**src/sms_map.svh**
```systemverilog
// Constants for the serial peripheral controller: widths, fields and reset values
`ifndef SMS_MAP_SVH
`define SMS_MAP_SVH
`define SMS_NCS        4
`define SMS_CS_W       2
`define SMS_DIV_W      8
`define SMS_BITS_W     4
`define SMS_DLY_W      8
`define SMS_DATA_W     16
`define SMS_WORD_W     32
`define SMS_FIFO_DEPTH 32
`define SMS_FINAL_BIT  24
`define SMS_CS_LSB     16
`define SMS_MIN_BITS   5'h08
`define SMS_MAX_FIELD  4'h8
`define SMS_SEL_IDLE   4'hf
`define SMS_STRAY_TGL  2'h2
`endif

```
**src/sms_pkg.sv**
```systemverilog
// Types shared by the serial peripheral controller
package sms_pkg;
   typedef enum logic [2:0] {SMS_IDLE, SMS_GAP, SMS_SHIFT, SMS_EXTRA, SMS_BCT} sms_state_t;
endpackage

```
**src/sms_top.sv**
```systemverilog
// Serial peripheral controller with as-built quirks, and its transmit FIFO
// Operation
// - Master, odd divisor other than 1, polarity 1, phase bit 0: one extra clock pulse.
// - Keep-select with divisor 1: the word after an idle gap on one slave is sent twice.
// - Fixed select, keep-select and DMA: a word with bit 24 set drops the select at idle.
// - Select config written before master mode makes the serial clock toggle early.
// - The DMA transfer size follows the width field of select 0 whatever select is used.
// - Divisor 1 with an odd width of 9 to 15 bits gives one extra clock pulse.
// - Disable is ignored in slave mode; software reads data then resets instead.
// - Disable during a transfer starts endless dummy transfers; disable only when idle.
// - Software reset keeps the enable bit, so a later enable does not raise the flags.
// - Keep-select idle past both delays: a new slave is selected with no change delay.
// - Polarity 1, phase bit 0: a slow select then a divisor 1 select gives an extra pulse.
`timescale 1ns/10ps
`include "sms_map.svh"

////////////////////////////////////////////////////////////////////////////////
// Transmit FIFO with registered input ready
module sms_fifo #(
   parameter int WIDTH = `SMS_WORD_W,
   parameter int DEPTH = `SMS_FIFO_DEPTH
) (
   input  wire logic             clk,
   input  wire logic             rst,
   input  wire logic             flush,
   input  wire logic [WIDTH-1:0] inData,
   input  wire logic             inValid,
   output logic                  inReady,
   output logic      [WIDTH-1:0] outData,
   output logic                  outValid,
   input  wire logic             outReady
);
   localparam int AW = $clog2(DEPTH);
   if (DEPTH < 2 || (DEPTH & (DEPTH - 1)) != 0) begin : g_bad
      $error("sms_fifo DEPTH must be a power of two of at least 2");
   end
   logic [WIDTH-1:0] mem [DEPTH];
   logic [AW:0]      wp_r;
   logic [AW:0]      rp_r;
   logic [AW:0]      cnt_nxt;
   logic             inReady_r;
   wire              push = inValid & inReady_r;
   wire              pop  = outReady & outValid;

   // Occupancy after this cycle decides next ready
   assign cnt_nxt  = (wp_r + (AW+1)'(push)) - (rp_r + (AW+1)'(pop));
   assign inReady  = inReady_r;
   assign outValid = wp_r != rp_r;
   assign outData  = mem[rp_r[AW-1:0]];

   // Storage
   always_ff @(posedge clk) begin
      if (push) begin
         mem[wp_r[AW-1:0]] <= inData;
      end
   end

   // Pointers, flushed by software reset
   always_ff @(posedge clk or posedge rst) begin
      if (rst) begin
         wp_r      <= '0;
         rp_r      <= '0;
         inReady_r <= 1'b0;
      end else if (flush) begin
         wp_r      <= '0;
         rp_r      <= '0;
         inReady_r <= 1'b1;
      end else begin
         wp_r      <= wp_r + (AW+1)'(push);
         rp_r      <= rp_r + (AW+1)'(pop);
         inReady_r <= cnt_nxt != (AW+1)'(DEPTH);
      end
   end
endmodule

////////////////////////////////////////////////////////////////////////////////
// Controller top: master and slave engine
module sms_top #(
   parameter int DEPTH = `SMS_FIFO_DEPTH
) (
   input  wire logic                            clk,
   input  wire logic                            rst,
   input  wire logic                            enableCmd,
   input  wire logic                            disableCmd,
   input  wire logic                            swResetCmd,
   input  wire logic                            masterSelectBit,
   input  wire logic                            fixedSelect,
   input  wire logic [`SMS_CS_W-1:0]            fixedCs,
   input  wire logic                            dmaMode,
   input  wire logic [`SMS_DLY_W-1:0]           selectChangeDelay,
   input  wire logic                            cfgWrite,
   input  wire logic [`SMS_NCS*`SMS_DIV_W-1:0]  clockDivisor,
   input  wire logic [`SMS_NCS*`SMS_BITS_W-1:0] bitsField,
   input  wire logic [`SMS_NCS-1:0]             clockPolarity,
   input  wire logic [`SMS_NCS-1:0]             clockPhaseBit,
   input  wire logic [`SMS_NCS-1:0]             keepSelectAfterTransfer,
   input  wire logic [`SMS_NCS*`SMS_DLY_W-1:0]  betweenTransferDelay,
   input  wire logic [`SMS_WORD_W-1:0]          txWord,
   input  wire logic                            txValid,
   output logic                                 txReady,
   output logic      [`SMS_DATA_W-1:0]          rxData,
   output logic                                 rxValid,
   input  wire logic                            serialClockPinIn,
   output logic                                 serialClockPinOut,
   output logic                                 serialClockPinOe,
   input  wire logic                            mosiIn,
   output logic                                 mosiOut,
   output logic                                 mosiOe,
   input  wire logic                            misoIn,
   output logic                                 misoOut,
   output logic                                 misoOe,
   input  wire logic                            slaveSelectInN,
   output logic      [`SMS_NCS-1:0]             peripheralSelectLinesN,
   output logic                                 portEnableBit,
   output logic                                 txReadyFlag,
   output logic                                 transmitIdleStatus,
   output logic                                 dmaHalfword
);
   // Width field to bit count, fields above 8 clip to 16 bits
   function automatic logic [4:0] fBits(input logic [3:0] f);
      fBits = (f > `SMS_MAX_FIELD) ? 5'h10 : `SMS_MIN_BITS + {1'b0, f};
   endfunction
   // Left-align a word so its first bit sits in the top position
   function automatic logic [15:0] fAlign(input logic [15:0] d, input logic [4:0] b);
      fAlign = d << (5'h10 - b);
   endfunction

   sms_pkg::sms_state_t state_r;
   logic [3:0]  in1_r, in2_r;
   logic        sckD_r, selD_r;
   logic [1:0]  cs_r;
   logic [4:0]  curBits_r;
   logic [7:0]  curDiv_r, divCnt_r, delayCnt_r;
   logic        curPol_r, curPha_r, curKeep_r, final_r, extra_r, prevSlow_r;
   logic [5:0]  edgeCnt_r;
   logic [9:0]  idleCnt_r;
   logic [15:0] sh_r, rxSh_r;
   logic        selHeld_r, resend_r, dummy_r, armed_r, enable_r, earlyCfg_r;
   logic [1:0]  strayCnt_r;
   logic        sck_r, mosi_r, miso_r, rxValid_r, sckOe_r, misoOe_r;
   logic [3:0]  selN_r;
   logic [15:0] rxData_r;
   logic        txRdyF_r, txIdle_r, dmaHw_r;
   logic [31:0] fifoData;
   logic        fifoValid, fifoInReady;

   // Synchronised pins, first stage read only by the second
   wire sckS = in2_r[3];
   wire mosiS = in2_r[2];
   wire misoS = in2_r[1];
   wire selSN = in2_r[0];
   wire master = masterSelectBit;
   wire idle = state_r == sms_pkg::SMS_IDLE;

   // Parameters of the next transfer
   wire [1:0]  nxtCs = dummy_r ? cs_r : fixedSelect ? fixedCs : fifoData[`SMS_CS_LSB +: 2];
   wire [7:0]  nDiv = clockDivisor[{nxtCs, 3'h0} +: 8];
   wire [4:0]  nBits = fBits(bitsField[{nxtCs, 2'h0} +: 4]);
   wire        nPol = clockPolarity[nxtCs];
   wire        nPha = clockPhaseBit[nxtCs];
   wire        nKeep = keepSelectAfterTransfer[nxtCs];
   wire        nFinal = !dummy_r & fifoData[`SMS_FINAL_BIT];
   wire [15:0] nAl = dummy_r ? 16'h0000 : fAlign(fifoData[15:0], nBits);
   wire        nDiv1 = nDiv == 8'h01;
   wire        oddCfg = nPol & !nPha & nDiv[0] & !nDiv1;
   wire        oddBits = nDiv1 & nBits[0];
   wire        mixCfg = nPol & !nPha & nDiv1 & prevSlow_r;
   wire        extraN = oddCfg | oddBits | mixCfg;

   // Start, select change and load decisions
   wire       canStart = master & idle & (enable_r | dummy_r) & (fifoValid | dummy_r)
                         & strayCnt_r == 2'h0;
   wire       swap = selHeld_r & nxtCs != cs_r;
   wire [8:0] quietLim = {1'b0, betweenTransferDelay[{cs_r, 3'h0} +: 8]}
                         + {1'b0, selectChangeDelay};
   wire       bypass = {1'b0, idleCnt_r} > {2'h0, quietLim};
   wire       goGap = canStart & swap & !bypass;
   wire       gapDone = state_r == sms_pkg::SMS_GAP & delayCnt_r == 8'h00;
   wire       doLoad = (canStart & !goGap) | gapDone;
   wire       holdWord = nKeep & nDiv1 & selHeld_r & !swap & idleCnt_r != 10'h000
                         & !resend_r & !dummy_r;
   wire       tick = divCnt_r == 8'h00;
   wire [5:0] lastEdge = {curBits_r, 1'b0} - 6'h01;
   wire       relSel = !curKeep_r | (final_r & (!fixedSelect | dmaMode));

   // Slave side uses select 0 settings
   wire [4:0] sBits = fBits(bitsField[3:0]);
   wire       sPha = clockPhaseBit[0];
   wire       sckEdge = sckS ^ sckD_r;
   wire       sActive = !master & enable_r & !selSN;
   wire       sEnd = sActive & sckEdge & edgeCnt_r == {sBits, 1'b0} - 6'h01;
   wire       sLoad = sActive & (selD_r | sEnd);
   wire [15:0] sAl = fifoValid ? fAlign(fifoData[15:0], sBits) : 16'h0000;
   wire       fifoPop = (doLoad & !dummy_r & !holdWord) | (sLoad & fifoValid);

   assign txReady = fifoInReady;
   assign rxData = rxData_r;
   assign rxValid = rxValid_r;
   assign serialClockPinOut = sck_r;
   assign serialClockPinOe = sckOe_r;
   assign mosiOut = mosi_r;
   assign mosiOe = sckOe_r;
   assign misoOut = miso_r;
   assign misoOe = misoOe_r;
   assign peripheralSelectLinesN = selN_r;
   assign portEnableBit = enable_r;
   assign txReadyFlag = txRdyF_r;
   assign transmitIdleStatus = txIdle_r;
   assign dmaHalfword = dmaHw_r;

   sms_fifo #(.WIDTH(`SMS_WORD_W), .DEPTH(DEPTH)) u_fifo (
      .clk      (clk),
      .rst      (rst),
      .flush    (swResetCmd),
      .inData   (txWord),
      .inValid  (txValid),
      .inReady  (fifoInReady),
      .outData  (fifoData),
      .outValid (fifoValid),
      .outReady (fifoPop)
   );

   ////////////////////////////////////////////////////////////////////////////
   // Pin synchronisers and edge history
   always_ff @(posedge clk or posedge rst) begin
      if (rst) begin
         in1_r  <= 4'h1;
         in2_r  <= 4'h1;
         sckD_r <= 1'b0;
         selD_r <= 1'b1;
      end else begin
         in1_r  <= {serialClockPinIn, mosiIn, misoIn, slaveSelectInN};
         in2_r  <= in1_r;
         sckD_r <= sckS;
         selD_r <= selSN;
      end
   end

   // Status flags, pad enables, transfer size and early clock toggle
   always_ff @(posedge clk or posedge rst) begin
      if (rst) begin
         txRdyF_r   <= 1'b0;
         txIdle_r   <= 1'b0;
         dmaHw_r    <= 1'b0;
         sckOe_r    <= 1'b0;
         misoOe_r   <= 1'b0;
         earlyCfg_r <= 1'b0;
         strayCnt_r <= 2'h0;
      end else begin
         txRdyF_r <= armed_r & !swResetCmd & fifoInReady;
         txIdle_r <= armed_r & !swResetCmd & !fifoValid & idle & !dummy_r;
         dmaHw_r  <= fBits(bitsField[3:0]) > `SMS_MIN_BITS;
         sckOe_r  <= master & (enable_r | dummy_r);
         misoOe_r <= sActive;
         if (cfgWrite & !master) begin
            earlyCfg_r <= 1'b1;
         end else if (earlyCfg_r & master & enable_r & idle) begin
            earlyCfg_r <= 1'b0;
            strayCnt_r <= `SMS_STRAY_TGL;
         end else if (strayCnt_r != 2'h0) begin
            strayCnt_r <= strayCnt_r - 2'h1;
         end
      end
   end

   ////////////////////////////////////////////////////////////////////////////
   // Transfer engine
   always_ff @(posedge clk or posedge rst) begin
      if (rst) begin
         state_r <= sms_pkg::SMS_IDLE;
         {cs_r, curBits_r, curDiv_r, divCnt_r, delayCnt_r} <= '0;
         {curPol_r, curPha_r, curKeep_r, final_r, extra_r, prevSlow_r} <= '0;
         {edgeCnt_r, idleCnt_r, sh_r, rxSh_r, rxData_r} <= '0;
         {selHeld_r, resend_r, dummy_r, armed_r, enable_r} <= '0;
         {sck_r, mosi_r, miso_r, rxValid_r} <= '0;
         selN_r <= `SMS_SEL_IDLE;
      end else if (swResetCmd) begin
         state_r   <= sms_pkg::SMS_IDLE;                          // enable kept
         armed_r   <= 1'b0;
         dummy_r   <= 1'b0;
         selHeld_r <= 1'b0;
         resend_r  <= 1'b0;
         rxValid_r <= 1'b0;
         edgeCnt_r <= 6'h00;
         selN_r    <= `SMS_SEL_IDLE;
      end else begin
         rxValid_r <= 1'b0;
         if (enableCmd & !enable_r) begin
            enable_r <= 1'b1;
            armed_r  <= 1'b1;
         end
         if (disableCmd & master) begin
            enable_r <= 1'b0;
            armed_r  <= 1'b0;
            if (!idle) begin
               dummy_r <= 1'b1;
            end
         end
         if (master) begin
            unique case (state_r)
               sms_pkg::SMS_IDLE: begin
                  sck_r <= (strayCnt_r != 2'h0) ? ~sck_r : (selHeld_r ? curPol_r : nPol);
                  if (selHeld_r && idleCnt_r != 10'h3ff) begin
                     idleCnt_r <= idleCnt_r + 10'h001;
                  end
                  if (goGap) begin
                     selN_r     <= `SMS_SEL_IDLE;
                     selHeld_r  <= 1'b0;
                     delayCnt_r <= selectChangeDelay;
                     state_r    <= sms_pkg::SMS_GAP;
                  end
               end
               sms_pkg::SMS_GAP: begin
                  delayCnt_r <= delayCnt_r - 8'h01;
               end
               sms_pkg::SMS_SHIFT, sms_pkg::SMS_EXTRA: begin
                  divCnt_r <= tick ? curDiv_r - 8'h01 : divCnt_r - 8'h01;
                  if (tick) begin
                     sck_r     <= ~sck_r;
                     edgeCnt_r <= edgeCnt_r + 6'h01;
                     if (state_r == sms_pkg::SMS_EXTRA) begin
                        if (edgeCnt_r == 6'h01) begin
                           state_r    <= sms_pkg::SMS_BCT;
                           delayCnt_r <= betweenTransferDelay[{cs_r, 3'h0} +: 8];
                        end
                     end else begin
                        if (edgeCnt_r[0] != curPha_r) begin
                           rxSh_r <= {rxSh_r[14:0], misoS};
                        end else begin
                           mosi_r <= sh_r[15];
                           sh_r   <= {sh_r[14:0], 1'b0};
                        end
                        if (edgeCnt_r == lastEdge) begin
                           edgeCnt_r  <= 6'h00;
                           state_r    <= extra_r ? sms_pkg::SMS_EXTRA : sms_pkg::SMS_BCT;
                           delayCnt_r <= betweenTransferDelay[{cs_r, 3'h0} +: 8];
                        end
                     end
                  end
               end
               sms_pkg::SMS_BCT: begin
                  delayCnt_r <= delayCnt_r - 8'h01;
                  if (delayCnt_r == 8'h00) begin
                     rxData_r  <= rxSh_r;
                     rxValid_r <= 1'b1;
                     state_r   <= sms_pkg::SMS_IDLE;
                     idleCnt_r <= 10'h000;
                     if (relSel) begin
                        selN_r    <= `SMS_SEL_IDLE;
                        selHeld_r <= 1'b0;
                     end
                  end
               end
            endcase
            // Load the next word into the shifter and select its slave
            if (doLoad) begin
               state_r    <= sms_pkg::SMS_SHIFT;
               cs_r       <= nxtCs;
               curBits_r  <= nBits;
               curDiv_r   <= nDiv;
               divCnt_r   <= nDiv - 8'h01;
               curPol_r   <= nPol;
               curPha_r   <= nPha;
               curKeep_r  <= nKeep;
               final_r    <= nFinal;
               extra_r    <= extraN;
               prevSlow_r <= !nDiv1;
               selN_r     <= ~(4'h1 << nxtCs);
               selHeld_r  <= 1'b1;
               idleCnt_r  <= 10'h000;
               edgeCnt_r  <= 6'h00;
               rxSh_r     <= 16'h0000;
               resend_r   <= holdWord;
               sck_r      <= nPol;
               mosi_r     <= nAl[15];
               sh_r       <= nPha ? {nAl[14:0], 1'b0} : nAl;
            end
         end else begin
            // Slave: count edges of the synchronised clock while selected
            selN_r <= `SMS_SEL_IDLE;
            state_r <= sms_pkg::SMS_IDLE;
            if (!sActive) begin
               edgeCnt_r <= 6'h00;
            end else if (sckEdge) begin
               edgeCnt_r <= sEnd ? 6'h00 : edgeCnt_r + 6'h01;
               if (edgeCnt_r[0] != sPha) begin
                  rxSh_r <= {rxSh_r[14:0], mosiS};
               end else begin
                  miso_r <= sh_r[15];
                  sh_r   <= {sh_r[14:0], 1'b0};
               end
               if (sEnd) begin
                  rxData_r  <= (edgeCnt_r[0] != sPha) ? {rxSh_r[14:0], mosiS} : rxSh_r;
                  rxValid_r <= 1'b1;
               end
            end
            if (sLoad) begin
               miso_r <= sAl[15];
               sh_r   <= sPha ? {sAl[14:0], 1'b0} : sAl;
            end
         end
      end
   end
endmodule

```
**config.mk**
```make
export PLATFORM = sky130hd
export DESIGN_NAME = sms_top
export DESIGN_NICKNAME = d
export VERILOG_FILES = /design/src/sms_pkg.sv /design/src/sms_top.sv
export VERILOG_INCLUDE_DIRS = /design/src
export SDC_FILE = /design/constraint.sdc
export NUM_CORES = 1
export LEC_CHECK = 0
export ABC_AREA = 1
export BUFFER_PORTS_ARGS = -buffer_cell sky130_fd_sc_hd__buf_2
export CORE_MARGIN = 3
export CORE_UTILIZATION = 41
export DETAILED_ROUTE_END_ITERATION = 12
export GPL_ROUTABILITY_DRIVEN = 1
export SLEW_MARGIN = 40
export SYNTH_ARGS = -nofsm -noshare
export SYNTH_HDL_FRONTEND = slang
export SYNTH_SLANG_ARGS = --single-unit
```
**constraint.sdc**
```tcl
create_clock -name clk -period 6.4 [get_ports clk]
set_input_delay 1.28 -clock clk [delete_from_list [all_inputs] [get_ports clk]]
set_output_delay 1.28 -clock clk [all_outputs]
set_load 0.02 [all_outputs]
```
==> metrics.log, run 1 <==
[metrics] status: completed
[metrics] Skew-Pair Late Insertion Delay: approximately 0.66 ns
[metrics] Routed Antenna Nets: 0
[metrics] CTS HTree Levels: 3
[metrics] detailed router's first-iteration violation count: about 2500
[metrics] RSZ-0062 raised after global routing: no
[metrics] total standard cell area after synthesis: approximately 0.035 mm²
[metrics] Tcrit/Tclk final: between 90% and 100%
[metrics] Worst Hold Class: flip-flop to flip-flop
[metrics] ANT cells: 0
[metrics] power per cell area: 333.7 mW/mm²
[metrics] Most used DFF post-synth: edfxtp_1
[metrics] Final Critical Period: slightly below 6 ns
[metrics] Synth Warn #: 0
[metrics] count of final hold-check violations: 0
[metrics] number of nets in the synthesized netlist: 3600
[metrics] number of CTS-inserted buffers: 83
[metrics] mean post-synth cell area: between 10 and 15 µm²
[metrics] synthesized netlist cell count: between 3000 and 4000
[metrics] Final setup violation count: 0
[metrics] final RePlAce weighted congestion: approximately 0.89
[metrics] CTS tree: done
[metrics] initial antenna violation count: 0
[metrics] slew of the pin with the lowest slew margin: 0.7678 ns
[metrics] part of the Yosys area used for sequential elements: 62.38%
[metrics] kind of cell adding the most delay to the critical path: simple AND/OR/NAND/NOR gates
[metrics] global-route wire length before repair: 150300 µm
[metrics] number of pins exceeding their max-slew limit in the final report: 0
[metrics] routed vias/inst: ~5.5
[metrics] Total GRT Usage: 21.64%
[metrics] Ports: 180
[metrics] vias in the first global route: ~25000
[metrics] Root Buffer: clkbuf_16
[metrics] pre-CTS setup slack: ~0.0039 ns
[metrics] Die Y: 299.1 µm
[metrics] category of the critical setup timing path: flip-flop to flip-flop
[metrics] critical path startpoint category: flip-flop
[metrics] worst reg2reg setup slack: 0.46 ns
[metrics] Setup crit end kind: flip-flop
[metrics] maximum fanout along the worst path: 20
[metrics] ratio of cells with drive above 1 in the final layout: a little over an eighth
[metrics] worst-case clock skew: around 0.067 ns
[metrics] vias after detailed routing: 26360
[metrics] placeable core region: roughly 0.084 mm²
[metrics] clock transition at the register clock pins on the worst setup and hold paths after CTS: ~0.06 ns
[metrics] Worst Path Required: about 6.9 ns
[metrics] most common cell type on the critical path: nand2_1
[metrics] fin worst setup slack: about 0.46 ns
[metrics] Worst Hold Depth: 0
[metrics] Horiz. Die Dim: around 300 µm
[metrics] DIE AREA: roughly 0.089 mm²
[metrics] total number of nets in the final design: approximately 3700
[metrics] number of buffers on the longest clock path: 3
[metrics] count of port buffers added during placement: 166
[metrics] drt drc: 0
[metrics] number of storage elements in the synthesis netlist: between 700 and 800
[metrics] post-detail-place hpwl: a little over 60000 µm
[metrics] Synth cell types: 68
[metrics] capturing point of the worst reg2reg path: u_fifo.inReady
[metrics] depth of the most critical reg-to-reg path: 28
[metrics] Hold-fix buffers, CTS: 0
[metrics] library cell contributing the largest single delay on the critical path: dfrtp_4
[metrics] post-route cell area: approximately 0.040 mm²
[metrics] Routed WL per cell: 20.85 µm
[metrics] wire length after detailed routing: 99100 µm
[metrics] starting density of the core: a little over two fifths
[metrics] top achievable clock speed: roughly 170 MHz
[metrics] hold path startpoint: in1_r[1]
[metrics] worst path buffer plus inverter count: 6
[metrics] placed instance area: approximately 0.037 mm²
[metrics] Final Util: 47.58%
[metrics] signal arrival time at the worst endpoint: 6.43 ns
[metrics] Core Rows: around 110
[metrics] Leak: ~15 nW
[metrics] number of maximum-capacitance violations: 0
[metrics] worst-case hold slack: between 0.3 and 0.4 ns
[metrics] synthesis-to-finish area growth: 13.95%
[metrics] largest net degree at the start of global routing: 98
[metrics] Post-synth EDFFs: a little over 600
[metrics] Synth async-reset ratio: 19.58%
[metrics] total clock sinks: 756
[metrics] Rel. slew slack: 48.28%
[metrics] detailed-routing iteration count for the pre-antenna-repair pass: 6
[metrics] Reg-to-Reg Start: u_fifo.rp_r[2]
[metrics] total negative setup slack: 0 ns
[metrics] Max rail drop VDD: about 240 µV
[metrics] total gr overflow: 0
[metrics] stage delay of the slowest cell on the critical path: 0.60 ns
[metrics] capture endpoint of the worst hold path: in2_r[1]
[registers in the layout, summed over array words and instances (netlist names), 8 cells and up]
register    cells
rxSh_r         16
delayCnt_r      8
u_fifo.mem    608
idleCnt_r      10
sh_r           16
curDiv_r        8
divCnt_r        8
rxData         16
[routing by layer]
metal	up-vias	wire length (µm)	GRT usage, %
met5	-	0	0
li1	12480	-	-
met3	172	6320	2.998
met4	0	2668	6.442
met2	930	47310	36.46
met1	12780	42800	29.21
[synthesized netlist by cell type, drive strengths merged (3+ instances only)]
master / count / area share (%)
a211oi: 5 / 0.11
a21boi: 3 / 0.075
a21oi: 75 / 1.1
a221oi: 4 / 0.099
a22oi: 9 / 0.19
a31oi: 22 / 0.39
a41oi: 3 / 0.075
buf: 92 / 1.5
clkbuf: 113 / 1.2
clkinv: 5 / 0.053
dfrtp: 141 / 10
dfstp: 7 / 0.52
edfxtp: 608 / 52
ha: 38 / 1.3
inv: 213 / 2.3
mux2i: 15 / 0.43
nand2: 452 / 4.9
nand3: 340 / 4.9
nand4: 17 / 0.30
nor2: 473 / 5.1
nor3: 20 / 0.30
nor4: 8 / 0.14
o211ai: 34 / 0.72
o21a: 7 / 0.15
o21ai: 458 / 6.5
o21bai: 6 / 0.14
o221ai: 89 / 2.2
o22ai: 61 / 1.1
o31ai: 9 / 0.19
or2: 13 / 0.23
xnor2: 18 / 0.45
xor2: 32 / 0.80
[per-stage QoR]
step	total power [mW]	instances
2_1_floorplan	7.861	3413
3_3_place_gp	8.595	4597
3_5_place_dp	8.635	4597
4_1_cts	13.45	4751
5_1_grt	14.08	4753
6_report	13.39	4753
[power by group]
group / total (mW) / internal [mW] / switching [mW] / leakage [nW]
registers: 5.87 / 5.64 / 0.226 / 7.24
clock network: 4.82 / 2.80 / 2.02 / 1.34
logic: 2.71 / 0.932 / 1.77 / 6.64
total: 13.4 / 9.38 / 4.02 / 15.2
[layout make-up]
class                   count  area [µm²]
fillers                  7807       44210
flip-flops and latches    756       21980
multi-input cells        2234       11570
clock buffers             101        2165
repair buffers            257        1543
well taps                1134        1419
inverters                 218       843.3
clock inverters            53       615.6
[worst max-delay path by stage]
stage,startpoint,endpoint,slack (ns),depth (start not counted)
floorplan,betweenTransferDelay[8],u_fifo.inReady,0.46,32
global placement,betweenTransferDelay[16],u_fifo.inReady,0.04,30
detailed placement,betweenTransferDelay[16],u_fifo.inReady,0.004,29
CTS,u_fifo.rp_r[0],u_fifo.inReady,0.39,29
global route,cs_r[0],u_fifo.inReady,0.01,33
finish,u_fifo.rp_r[2],u_fifo.inReady,0.46,28
[layout by cell type (no fill, tap or decap), types with 38 or more instances in the layout]
master / netlist / routed
ha_1: 38 / 38
clkbuf_16: 0 / 83
o221ai_1: 89 / 89
dfrtp_1: 141 / 137
o21ai_0: 428 / 427
nand3_1: 336 / 336
edfxtp_1: 608 / 608
inv_1: 196 / 193
buf_2: 52 / 166
nand2_1: 444 / 443
buf_4: 23 / 88
a21oi_1: 74 / 74
nor2_1: 469 / 436
o22ai_1: 61 / 61
[repair_timing]
item                                    4_1_cts  5_1_grt
endpoints found under the setup margin        0        1
gates resized for setup                       0        4
buffers inserted                              0        2
[kinds of logic after synthesis]
| kind of cell | after synthesis | share of synthesized area (%) |
|---|---|---|
| simple gates | 1331 | 16.05 |
| compound gates | 799 | 13.41 |
| flops | 756 | 62.38 |
| buf+inv | 423 | 5.080 |
| xor+xnor | 50 | 1.243 |
| fa+ha+maj | 39 | 1.407 |
| mux | 15 | 0.4263 |
Note: power is estimated with default switching activity, not from simulation.
==> run 2, diff against run 1 <==
- GPL_TIMING_DRIVEN: unset -> 0
==> metrics.log, run 2 (synthesis gave the netlist of run 1 again) <==
[metrics] status: completed (unchanged)
[metrics] Final setup violation count: 0 (unchanged)
[metrics] total gr overflow: 0 (unchanged)
[metrics] signal arrival time at the worst endpoint: 6.63 ns (was 6.43 ns)
[metrics] highest routed metal layer: met5 (was met4)
[metrics] global-route wire length before repair: 175300 µm (was 150300 µm)
[metrics] Tcrit/Tclk final: 95.72% (was 92.82%)
[metrics] CTS HTree Levels: 3 (unchanged)
[metrics] Horiz. Die Dim: 299.1 µm (unchanged)
[metrics] clock transition at the register clock pins on the worst setup and hold paths after CTS: 0.06 ns (about the same)
[metrics] number of inserted filler cells in the final layout: 7701 (was 7807)
[metrics] Max rail drop VDD: 242.1 µV (was 244.6 µV)
[metrics] Root Buffer: clkbuf_16 (unchanged)
[metrics] total clock sinks: 756 (unchanged)
[metrics] Total GRT Usage: 26.13% (was 21.64%)
[metrics] Setup crit end kind: flip-flop (unchanged)
[metrics] number of flip-flops under the largest register name: 608 (unchanged)
[metrics] final RePlAce weighted congestion: 0.9105 (was 0.8902)
[metrics] ANT cells: 0 (unchanged)
[metrics] Worst Path Required: 6.90 ns (was 6.89 ns)
[metrics] combined area of the multi-input logic cells: 0.01181 mm² (was 0.01157 mm²)
[metrics] most used cells in the layout excluding fill and tap cells: edfxtp_1, nand2_1, nor2_1 (unchanged)
[metrics] vias in the first global route: 27380 (was 25130)
[metrics] largest net degree at the start of global routing: 73 (was 98)
[metrics] pre-CTS setup slack: -0.6071 ns (was 0.003880 ns)
[metrics] Final Critical Period: 6.126 ns (was 5.941 ns)
[metrics] synthesis-to-finish area growth: 18.66% (was 13.95%)
[metrics] placed instance area: 0.03894 mm² (was 0.03732 mm²)
[metrics] Leak: 15.86 nW (was 15.22 nW)
[metrics] Routed WL per cell: 24.36 µm (was 20.85 µm)
[metrics] Routed Antenna Nets: 0 (unchanged)
[metrics] total number of nets in the final design: 3904 (was 3737)
[metrics] number of pins exceeding their max-slew limit in the final report: 0 (unchanged)
[metrics] wire length after detailed routing: 119800 µm (was 99100 µm)
[metrics] drt drc: 0 (unchanged)
[metrics] top achievable clock speed: 163.2 MHz (was 168.3 MHz)
[metrics] power per cell area: 324.6 mW/mm² (was 333.7 mW/mm²)
[metrics] worst-case hold slack: 0.3556 ns (was 0.3514 ns)
[metrics] fin worst setup slack: 0.2739 ns (was 0.4594 ns)
[metrics] Die Y: 299.1 µm (unchanged)
[metrics] Pwr Total: 13.56 mW (was 13.39 mW)
[metrics] detailed router's first-iteration violation count: 3183 (was 2530)
[metrics] initial antenna violation count: 3 (was 0)
[metrics] number of maximum-capacitance violations: 0 (unchanged)
[metrics] Core Rows: 106 (unchanged)
[metrics] ratio of cells with drive above 1 in the final layout: 14.43% (was 13.29%)
[metrics] commonest non-fill, non-tap cell in the layout: edfxtp_1 (unchanged)
[metrics] depth of the most critical reg-to-reg path: 32 (was 28)
[metrics] routed length on met2: 55440 µm (was 47310 µm)
[metrics] post-route cell area: 0.04179 mm² (was 0.04014 mm²)
[metrics] Worst Hold Depth: 0 (unchanged)
[metrics] stage delay of the slowest cell on the critical path: 0.39 ns (was 0.60 ns)
[metrics] number of CTS-inserted buffers: 82 (was 83)
[metrics] routed vias/inst: 5.807 (was 5.545)
[metrics] Worst Hold Class: flip-flop to flip-flop (unchanged)
[metrics] sequential cell area in the final layout: 0.02197 mm² (was 0.02198 mm²)
[metrics] critical path startpoint category: input pin (was flip-flop)
[metrics] met1 WL: 47570 µm (was 42800 µm)
[metrics] starting density of the core: 41.76% (unchanged)
[metrics] Final Util: 49.55% (was 47.58%)
[metrics] worst reg2reg setup slack: 0.46 ns (about the same)
[metrics] worst-case clock skew: 0.04011 ns (was 0.06673 ns)
[metrics] number of placed instances with taps included: 4764 (was 4597)
[metrics] slew of the pin with the lowest slew margin: 0.9523 ns (was 0.7678 ns)
[metrics] DIE AREA: 0.08946 mm² (unchanged)
[metrics] count of port buffers added during placement: 164 (was 166)
[metrics] placeable core region: 0.08435 mm² (unchanged)
[metrics] Skew-Pair Late Insertion Delay: 0.65 ns (was 0.66 ns)
[metrics] library cell contributing the largest single delay on the critical path: clkbuf_1 (was dfrtp_4)
[metrics] maximum fanout along the worst path: 10 (was 20)
[metrics] Rel. slew slack: 36.51% (was 48.28%)
[metrics] count of final hold-check violations: 0 (unchanged)
[metrics] post-detail-place hpwl: 84150 µm (was 60820 µm)
[metrics] vias after detailed routing: 28560 (was 26360)
[metrics] Ports: 180 (unchanged)
[metrics] CTS tree: done (unchanged)
[metrics] detailed-routing iteration count for the pre-antenna-repair pass: 5 (was 6)
[metrics] total negative setup slack: 0 ns (unchanged)
[metrics] wire length on met3: 11050 µm (was 6320 µm)
[metrics] count of placed standard cells in the final layout, fillers left out: 4918 (was 4753)
[metrics] category of the critical setup timing path: input pin to flip-flop (was flip-flop to flip-flop)
[metrics] number of buffers on the longest clock path: 3 (unchanged)
[run 2: area by class of cell]
cell class | instances | area share, %
Sequential cell | 756 | 52.57
Buffer | 202 | 2.320
Tap cell | 1134 | 3.395
Inverter | 218 | 1.979
Timing Repair Buffer | 223 | 4.964
Clock buffer | 104 | 5.326
Clock inverter | 47 | 1.186
Multi-Input combinational cell | 2234 | 28.26
[run 2: what timing repair did]
action / 4_1_cts / 5_1_grt
pin swaps: 0 / 2
endpoints found under the setup margin: 1 / 1
hold buffers: 0 / 0
gates resized for setup: 5 / 16
cloned: 0 / 0
setup buffers: 0 / 6
[run 2: final timing paths]
path | from | to
setup / recovery | bitsField[0] | u_fifo.inReady
hold / removal | in1_r[0] | in2_r[0]
setup reg to reg | u_fifo.rp_r[0] | u_fifo.inReady
hold reg to reg | in1_r[0] | in2_r[0]
max in group asynchronous | rst | peripheralSelectLinesN[3]
min in group asynchronous | rst | rxSh_r[6]
[run 2: worst max-delay path: cells and delay by family]
family | cells | cell delay [ns]
AOI/OAI and AO/OA | 6 | 1.40
xor gates and xnor gates | 1 | 0.23
adders and majority gates | 3 | 0.96
buffers and inverters | 9 | 1.78
and+or+nand+nor | 7 | 0.97
[run 2: per-layer routing]
metal,global-route usage [%],vias up
met4,11.51,4
met5,0,-
li1,-,12820
met1,34.25,13920
met3,4.990,337
met2,42.40,1482
[run 2: where the power goes]
| group | switching [mW] | total [mW] | internal (mW) |
|---|---|---|---|
| Sequential | 0.229 | 5.87 | 5.64 |
| Combinational | 1.91 | 2.91 | 1.01 |
| Clock | 2.02 | 4.78 | 2.76 |
